$ cat src/common/bridge_regs_pkg.sv
package bridge_regs_pkg;

   localparam int          ADDR_W             = 12;
   localparam int          DATA_W             = 32;

   // register byte offsets
   localparam logic [11:0] CLOCK_CTRL_OFS     = 12'h0a4;
   localparam logic [11:0] SUBSYS_CAP_OFS     = 12'h0a8;
   localparam logic [11:0] SUBSYS_ID_OFS      = 12'h0ac;
   localparam logic [11:0] EXPRESS_CAP_OFS    = 12'h0b0;

   // secondary clock control: writable bits and value after reset
   localparam logic [31:0] CLOCK_CTRL_RW_MASK = 32'h0007c0ff;
   localparam logic [31:0] CLOCK_CTRL_RESET   = 32'h00010000;
   localparam logic [1:0]  SLOT_CLOCK_OFF     = 2'h3;
   localparam int          SLOT_COUNT         = 4;

   // capability chain constants
   localparam logic [7:0]  SUBSYS_CAP_ID      = 8'h0d;
   localparam logic [7:0]  NEXT_PTR_EXPRESS   = 8'hb0;
   localparam logic [7:0]  NEXT_PTR_SLOT_ID   = 8'ha0;
   localparam logic [7:0]  EXPRESS_CAP_ID     = 8'h10;
   localparam logic [7:0]  EXPRESS_NEXT_PTR   = 8'hf0;
   localparam logic [3:0]  EXPRESS_CAP_VER    = 4'h1;
   localparam logic [4:0]  INT_MSG_NUMBER     = 5'h00;

   // device/port type encodings
   localparam logic [3:0]  PORT_ENDPOINT      = 4'h0;
   localparam logic [3:0]  PORT_LEGACY_EP     = 4'h1;
   localparam logic [3:0]  PORT_ROOT          = 4'h4;
   localparam logic [3:0]  PORT_SWITCH_UP     = 4'h5;
   localparam logic [3:0]  PORT_SWITCH_DOWN   = 4'h6;
   localparam logic [3:0]  PORT_TYPE_FORWARD  = 4'h7;
   localparam logic [3:0]  PORT_TYPE_REVERSE  = 4'h8;

   // bus responses
   localparam logic [1:0]  RESP_OKAY          = 2'h0;
   localparam logic [1:0]  RESP_SLVERR        = 2'h2;

   typedef struct packed {
      logic [12:0] rsvd_high;
      logic [1:0]  scramble;
      logic        l0s_need_idle;
      logic        clkrun_mode;
      logic        clkrun_enable;
      logic        clock_stopped;
      logic [4:0]  rsvd_low;
      logic [7:0]  slot_enable;
   } clock_ctrl_t;

endpackage : bridge_regs_pkg

$ cat src/verilog/bridge_clock_ctrl_and_cap_regs.sv
`timescale 1ns/100ps
module bridge_clock_ctrl_and_cap_regs (
   // clock and reset
   input  wire logic                               aclk,
   input  wire logic                               aresetn,
   // axi4-lite write address and data
   input  wire logic [bridge_regs_pkg::ADDR_W-1:0] awaddr,
   input  wire logic                               awvalid,
   output logic                                    awready,
   input  wire logic [bridge_regs_pkg::DATA_W-1:0] wdata,
   input  wire logic [3:0]                         wstrb,
   input  wire logic                               wvalid,
   output logic                                    wready,
   // axi4-lite write response
   output logic [1:0]                              bresp,
   output logic                                    bvalid,
   input  wire logic                               bready,
   // axi4-lite read
   input  wire logic [bridge_regs_pkg::ADDR_W-1:0] araddr,
   input  wire logic                               arvalid,
   output logic                                    arready,
   output logic [bridge_regs_pkg::DATA_W-1:0]      rdata,
   output logic [1:0]                              rresp,
   output logic                                    rvalid,
   input  wire logic                               rready,
   // straps and configuration loading
   input  wire logic                               reverse_strap,
   input  wire logic                               slot_id_enable,
   input  wire logic [15:0]                        card_vendor_id,
   input  wire logic [15:0]                        card_id,
   // bridge state
   input  wire logic                               in_d3hot,
   input  wire logic                               secondary_idle,
   input  wire logic                               primary_pending,
   input  wire logic                               l0s_request,
   input  wire logic                               rx_elec_idle,
   // link control outputs
   output logic                                    l0s_enter,
   output logic [1:0]                              scramble_ctrl,
   // secondary slot clocks
   output logic                                    slot_zero_clock_out,
   output logic                                    slot_one_clock_out,
   output logic                                    slot_two_clock_out,
   output logic                                    slot_three_clock_out
);
   import bridge_regs_pkg::*;

   clock_ctrl_t             ctrl;
   clock_ctrl_t             next_ctrl;
   logic                    reverse;
   logic                    next_reverse;
   logic                    stopped;
   logic                    next_stopped;
   logic                    divider;
   logic                    next_divider;
   logic [SLOT_COUNT-1:0]   slot_out;
   logic [SLOT_COUNT-1:0]   next_slot_out;
   logic                    next_l0s_enter;

   logic                    aw_held;
   logic                    next_aw_held;
   logic [ADDR_W-1:0]       aw_addr;
   logic [ADDR_W-1:0]       next_aw_addr;
   logic                    w_held;
   logic                    next_w_held;
   logic [DATA_W-1:0]       w_data;
   logic [DATA_W-1:0]       next_w_data;
   logic [3:0]              w_strb;
   logic [3:0]              next_w_strb;
   logic                    next_bvalid;
   logic [1:0]              next_bresp;
   logic                    next_rvalid;
   logic [1:0]              next_rresp;
   logic [DATA_W-1:0]       next_rdata;
   logic [DATA_W-1:0]       write_mask;

   function automatic logic is_mapped(input logic [ADDR_W-1:0] a);
      return (a[11:2] == CLOCK_CTRL_OFS[11:2]) ||
             (a[11:2] == SUBSYS_CAP_OFS[11:2]) ||
             (a[11:2] == SUBSYS_ID_OFS[11:2]) ||
             (a[11:2] == EXPRESS_CAP_OFS[11:2]);
   endfunction : is_mapped

   function automatic logic [DATA_W-1:0] read_word(
      input logic [ADDR_W-1:0] a);
      logic [DATA_W-1:0] v;
      clock_ctrl_t       c;
      v = '0;
      c = ctrl;
      c.clock_stopped = stopped;
      if (a[11:2] == CLOCK_CTRL_OFS[11:2]) begin
         v = c;
      end else if (a[11:2] == SUBSYS_CAP_OFS[11:2]) begin
         v[7:0]  = SUBSYS_CAP_ID;
         v[15:8] = slot_id_enable ? NEXT_PTR_SLOT_ID
                                  : NEXT_PTR_EXPRESS;
      end else if (a[11:2] == SUBSYS_ID_OFS[11:2]) begin
         v = {card_id, card_vendor_id};
      end else if (a[11:2] == EXPRESS_CAP_OFS[11:2]) begin
         v[7:0]   = EXPRESS_CAP_ID;
         v[15:8]  = EXPRESS_NEXT_PTR;
         v[19:16] = EXPRESS_CAP_VER;
         v[23:20] = reverse ? PORT_TYPE_REVERSE
                            : PORT_TYPE_FORWARD;
         v[24]    = reverse;
         v[29:25] = INT_MSG_NUMBER;
      end
      return v;
   endfunction : read_word

   // handshakes: one write and one read in flight, answer blocks new ones
   assign awready = !aw_held && !bvalid;
   assign wready  = !w_held && !bvalid;
   assign arready = !rvalid;

   // only the documented writable bits pass, and only in bytes whose strobe is set
   assign write_mask = {{8{w_strb[3]}}, {8{w_strb[2]}},
                        {8{w_strb[1]}}, {8{w_strb[0]}}} &
                       CLOCK_CTRL_RW_MASK;

   always_comb begin
      next_aw_held = aw_held;
      next_aw_addr = aw_addr;
      next_w_held  = w_held;
      next_w_data  = w_data;
      next_w_strb  = w_strb;
      next_bvalid  = bvalid;
      next_bresp   = bresp;
      next_ctrl    = ctrl;
      if (awvalid && awready) begin
         next_aw_held = 1'b1;
         next_aw_addr = awaddr;
      end
      if (wvalid && wready) begin
         next_w_held = 1'b1;
         next_w_data = wdata;
         next_w_strb = wstrb;
      end
      if (bvalid && bready) begin
         next_bvalid = 1'b0;
      end
      if (aw_held && w_held) begin
         next_aw_held = 1'b0;
         next_w_held  = 1'b0;
         next_bvalid  = 1'b1;
         next_bresp   = is_mapped(aw_addr) ? RESP_OKAY : RESP_SLVERR;
         if (aw_addr[11:2] == CLOCK_CTRL_OFS[11:2]) begin
            next_ctrl = clock_ctrl_t'((ctrl & ~write_mask) |
                                      (w_data & write_mask));
         end
      end
      if (!aresetn) begin
         next_aw_held = 1'b0;
         next_aw_addr = '0;
         next_w_held  = 1'b0;
         next_w_data  = '0;
         next_w_strb  = '0;
         next_bvalid  = 1'b0;
         next_bresp   = RESP_OKAY;
         next_ctrl    = clock_ctrl_t'(CLOCK_CTRL_RESET);
      end
   end

   always_ff @(posedge aclk) begin
      aw_held <= next_aw_held;
      aw_addr <= next_aw_addr;
      w_held  <= next_w_held;
      w_data  <= next_w_data;
      w_strb  <= next_w_strb;
      bvalid  <= next_bvalid;
      bresp   <= next_bresp;
      ctrl    <= next_ctrl;
   end

   // read channel; unmapped words read zero with slverr
   always_comb begin
      next_rvalid = rvalid;
      next_rresp  = rresp;
      next_rdata  = rdata;
      if (rvalid && rready) begin
         next_rvalid = 1'b0;
      end
      if (arvalid && arready) begin
         next_rvalid = 1'b1;
         next_rdata  = read_word(araddr);
         next_rresp  = is_mapped(araddr) ? RESP_OKAY : RESP_SLVERR;
      end
      if (!aresetn) begin
         next_rvalid = 1'b0;
         next_rresp  = RESP_OKAY;
         next_rdata  = '0;
      end
   end

   always_ff @(posedge aclk) begin
      rvalid <= next_rvalid;
      rresp  <= next_rresp;
      rdata  <= next_rdata;
   end

   // bridge direction is sampled while reset is held, then frozen
   always_comb begin
      next_reverse = aresetn ? reverse : reverse_strap;
   end

   always_ff @(posedge aclk) begin
      reverse <= next_reverse;
   end

   // clock-run stop decision and slot clock generation
   always_comb begin
      next_stopped = 1'b0;
      if (ctrl.clkrun_enable) begin
         if (ctrl.clkrun_mode) begin
            next_stopped = secondary_idle && !primary_pending;
         end else begin
            next_stopped = in_d3hot;
         end
      end
      next_divider = !divider;
      for (int i = 0; i < SLOT_COUNT; i++) begin
         // reverse mode ignores the per-slot fields entirely
         next_slot_out[i] = !stopped && divider &&
            (reverse ||
             ctrl.slot_enable[2*i +: 2] != SLOT_CLOCK_OFF);
      end
      // gate the request on rx_elec_idle when l0s_need_idle is set so a busy receiver can hold L0s off
      next_l0s_enter = l0s_request &&
                       (!ctrl.l0s_need_idle || rx_elec_idle);
      if (!aresetn) begin
         next_stopped   = 1'b0;
         next_divider   = 1'b0;
         next_slot_out  = '0;
         next_l0s_enter = 1'b0;
      end
   end

   always_ff @(posedge aclk) begin
      stopped   <= next_stopped;
      divider   <= next_divider;
      slot_out  <= next_slot_out;
      l0s_enter <= next_l0s_enter;
   end

   // slot clocks run at half of aclk; duty cycle set by the flop
   assign slot_zero_clock_out  = slot_out[0];
   assign slot_one_clock_out   = slot_out[1];
   assign slot_two_clock_out   = slot_out[2];
   assign slot_three_clock_out = slot_out[3];
   assign scramble_ctrl        = ctrl.scramble;
endmodule : bridge_clock_ctrl_and_cap_regs

$ cat config.mk
export PLATFORM = sky130hd
export DESIGN_NAME = bridge_clock_ctrl_and_cap_regs
export DESIGN_NICKNAME = d
export VERILOG_FILES = /design/src/common/bridge_regs_pkg.sv /design/src/verilog/bridge_clock_ctrl_and_cap_regs.sv
export SDC_FILE = /design/constraint.sdc
export NUM_CORES = 1
export LEC_CHECK = 0
export BUFFER_PORTS_ARGS = -buffer_cell sky130_fd_sc_hd__buf_4
export CORE_MARGIN = 4
export CORE_UTILIZATION = 43
export CTS_BUF_LIST = sky130_fd_sc_hd__clkbuf_4
export CTS_CLUSTER_DIAMETER = 100
export CTS_CLUSTER_SIZE = 12
export DETAILED_ROUTE_END_ITERATION = 7
export GPL_ROUTABILITY_DRIVEN = 0
export GPL_TIMING_DRIVEN = 0
export HOLD_SLACK_MARGIN = 0.08
export PLACE_DENSITY = 0.77
export REMOVE_ABC_BUFFERS = 1
export SYNTH_ARGS = -nofsm -noshare
export SYNTH_HDL_FRONTEND = slang
export SYNTH_SLANG_ARGS = --single-unit
$ cat constraint.sdc
create_clock -name aclk -period 2 [get_ports aclk]
set_input_delay 0.5 -clock aclk [delete_from_list [all_inputs] [get_ports aclk]]
set_output_delay 0.5 -clock aclk [all_outputs]
set_load 0.05 [all_outputs]
---- After elaboration in Yosys (flattened, before gate mapping) ----
Index checks and enable logic that the tools add are counted.
storage, ports and cells
  output and inout port bits .............. 48
  logic and storage cells ................. 94
  flip-flop bits (word level) ............. 127
cells by class
  mux-type cells .......................... 15
  reductions and logical operators ........ 39
  eq/ne operators ......................... 12
  bitwise operators ....................... 5
operator list
  operator                                         count
  == test 10 x 6 -> 1 bit (second input constant)  8
  AND 32 x 19 -> 32 bit                            1
  AND 32 bit                                       1
  two-way mux 16 bit                               2
  two-way mux 32 bit                               1
  inverter 19 -> 32 bit                            1
  OR 32 bit                                        1
  two-way mux 30 bit                               1
  two-way mux 25 bit                               1
  logical AND 1 bit                                15
  logical OR 1 bit                                 11
  logical NOT 1 bit                                8
  inequality test 2 bit (second input constant)    4
  two-way mux 2 bit                                3
  two-way mux 1 bit                                5
  two-way mux 5 bit                                1
  two-way mux 4 bit                                1
  AND reduction 2 bit                              2
  nonzero test 2 bit                               2
  OR reduction 2 bit                               1
  inverter 1 bit                                   1

---- Depth between registers and ports, before layout ----
  depth after elaboration ................. 5
  depth in mapped cells ................... 6
  depth with buffers taken out ............ 4

---- Worst setup path after synthesis ----
Ideal clock, no wire load.
  path type ............................... register to register
  start point ............................. register bvalid
  end point ............................... register w_data[4]
  data arrival time ....................... 2144 ps
  path buffers ............................ 2
  cell stages (with the launch flop) ...... 7
  slack ................................... -214 ps
  required time ........................... 1930 ps
  library setup time ...................... 70 ps
  cells stage by stage .................... dfxtp_1 -> nor2_1 -> and2_1 -> clkbuf_1 -> clkbuf_1 -> nand2_1 -> a21oi_1
on the way
  cells in the longest elaborated chain, start to end .. 3
RTL lines
  item                    line                                   RTL
  start, declared         bridge_clock_ctrl_and_cap_regs.sv:16   output logic bvalid,
  start signal, assigned  bridge_clock_ctrl_and_cap_regs.sv:170  bvalid <= next_bvalid;
  logical NOT 1 bit       bridge_clock_ctrl_and_cap_regs.sv:113  assign wready = !w_held && !bvalid;
  logical AND 1 bit       bridge_clock_ctrl_and_cap_regs.sv:113
  via wready              bridge_clock_ctrl_and_cap_regs.sv:13   output logic wready,
  logical AND 1 bit       bridge_clock_ctrl_and_cap_regs.sv:134  if (wvalid && wready) begin
  end signal, assigned    bridge_clock_ctrl_and_cap_regs.sv:168  w_data <= next_w_data;
  end, declared           bridge_clock_ctrl_and_cap_regs.sv:66   logic [DATA_W-1:0] w_data;
The timed path passes the listed nets, and every way through them passes these cells.
A chain may end at the register's enable or synchronous reset.

==> metrics.txt <==
total gr overflow 0; Synth warnings 0; CTS sink count 85; kind of critical path register to register; worst hold path startpoint reverse_strap; Worst setup startpoint aw_addr[8]; Synth area leaders dfxtp_1 (50%), nand2_1 (9.2%), a21oi_1 (6.9%); CTS clk-pin slew, worst paths 120 ps; Setup crit end kind register; Max Slew Vio Count 0; CP max stage cell or4b_4; chip width 96.19 µm; crit path max fanout 4; Avg WL per Cell 14.04 µm; CP startpoint kind register; CTS tree yes; root buf cell clkbuf_4; DRC viols 0; post-route minimum period 1856 ps; Layout Cells excl Fill 605; Cells on Worst Hold Path 1; Die H 96.19 µm; Initial Util 0.4514; design area 4487 µm²; IO Port Bufs 127; Worst Path Arrival 2130 ps; initial antenna violation count 0; status complete, no violations; Synth Instances 385; Worst-Margin Slew 634.3 ps; Leak Pwr 1.842 nW; overall power 2.999 mW; Synth cell types 41; DP Area 4325 µm²; pwr dens 668.4 nW/µm²; fin nets 608; Avg Inst Size Synth 8.687 µm²; CP peak stage delay 600 ps; worst r2r src aw_addr[8]; clk buf depth 2; H-tree levels 3; setup violators final 0; Max-slew headroom 0.5736; vias in the first global route 2899; Yosys top cell area share 0.5028; worst path bufs/invs 0; routed wire length 8492 µm; Ports 154; area grow syn2layout 34.16%; Initial DRC Count 128; filler cell count 691; share of cells above drive strength 1 0.3063; Clock Skews 9.056 ps; Cell Area, Synth 3344 µm²; Peak VDD IR 0.0003588 V; placeable core area 7408 µm²; CP delay by family, top simple AND/OR/NAND/NOR gates; largest net degree at the start of global routing 38; sequential-to-total area share from yosys stat 0.5118; die area 9253 µm²; number of antenna diodes 0; area leader, netlist dfxtp_1; FP Rows 31; Hold EP reverse; Fmax 538.7 MHz; worst skew pair latency 400 ps; fin crit share 0.9282; number of hold violations in the final report 0; DRT Pass-1 Iters 4; Post-DRT Antenna Nets 0; critical-path cell list or4b_4 > nor4_2 > mux2i_1 > nor2_1; RSZ-0062 raised after global routing no; Register Area 1712 µm²; Worst Reg-to-Reg Cells 4; Post-Place Cells 588; Yosys reg bits 85; Total GRT Usage 0.1830; routed vias/inst 5.060; Multi-input gate area 1520 µm²; CTS buffer count 9; Hold Path Class input port to register; Req. time, crit path 2280 ps; max cap viols 0; total number of vias 3061; first-pass GRT wire length 13270 µm; r2r setup slk 140 ps; HPWL Detailed 6379 µm
-- routing by layer --
layer / share of wire / GRT usage
met1: 0.41 / 0.2293
met2: 0.51 / 0.3071
met3: 0.062 / 0.03440
met4: 0.018 / 0.07583
met5: 0 / 0
-- kinds of logic after synthesis --
logic type,Yosys count,share of synthesized area
other,1,0.001121
multiplexers,13,0.03891
buffers and inverters,30,0.04153
AO/OA/AOI/OAI,96,0.1642
flip-flops,85,0.5118
AND/OR/NAND/NOR,158,0.2372
XOR/XNOR,2,0.005239
-- worst max-delay path by stage --
stage	end	slack, ps	depth (start not counted)
after floorplan	rdata[13]	-200	4
after global placement	rdata[14]	-1140	5
after detailed placement	rdata[29]	-590	5
after CTS	rdata[2]	10	4
after global routing	register	40	4
final	register	140	4
-- repair_timing --
item | CTS | global route
pin swaps | 2 | 0
buffers inserted | 2 | 0
endpoints found under the setup margin | 30 | 11
resized for setup | 2 | 2
hold buffers | 0 | 0
endpoints found under the hold margin | 0 | 0
-- cells in the final DEF (no fill, tap or decap), drive strengths merged, types with 11 or more instances in the layout --
cell,netlist,routed
mux2i,13,13
buf,11,130
a21oi,46,46
nor2,34,34
a22oi,18,18
clkbuf,14,11
dfxtp,84,84
nand2,82,82
o21ai,20,20
-- layout make-up --
type                            instances  share of cell area
Sequential cell                        85              0.3815
Inverter                                5            0.004183
Clock buffer                           11             0.01840
Timing Repair Buffer                  130              0.2259
Clock inverter                          4            0.003625
Multi-Input combinational cell        271              0.3388
Tap cell                               99             0.02761
-- power by group --
group | switching, mW | internal (mW) | total, mW
Combinational | 0.238 | 0.188 | 0.426
Clock | 0.526 | 0.265 | 0.791
Sequential | 0.0342 | 1.75 | 1.78
Total | 0.798 | 2.20 | 3.00
-- synth_stat cells --
cell type	number
a21oi_1	46
a22oi_1	18
a2bb2oi_1	3
a31oi_1	4
and2_0	2
and2_1	2
and3_1	1
and3b_1	1
buf_1	5
buf_4	5
buf_6	1
clkbuf_1	14
conb_1	1
dfxtp_1	84
edfxtp_1	1
inv_1	5
mux2i_1	13
nand2_1	82
nand2b_1	7
nand3_1	1
nand3b_1	3
nand4b_1	1
nor2_1	34
nor2b_1	5
nor3_1	2
nor3_4	1
nor4_1	3
nor4_2	2
nor4_4	2
o21ai_0	17
o21ai_1	3
o22ai_1	4
o31ai_1	1
or2_2	1
or3_1	1
or3b_2	1
or4_4	1
or4b_4	2
or4bb_1	3
xnor2_1	1
xor2_1	1
-- through the flow --
step | worst slack, ps | setup TNS (ps) | hold WS, ps | util
2_1_floorplan | -197.7 | -6869 | 392.7 | -
3_3_place_gp | -1140 | -43380 | 399.6 | 0.5812
3_5_place_dp | -592.1 | -12330 | 403.5 | 0.5839
4_1_cts | 14.35 | 0 | 238.8 | 0.6038
5_1_grt | 43.60 | 0 | 229.8 | 0.6056
6_report | 143.6 | 0 | 267.0 | 0.6056
-- worst reg2reg max path, cell delays in order, from the launching register on --
cell     delay (ps)
dfxtp_1         340
or4b_4          600
nor4_2          480
mux2i_1         270
nor2_1           50
No activity file was read; power rests on OpenSTA's default activity.
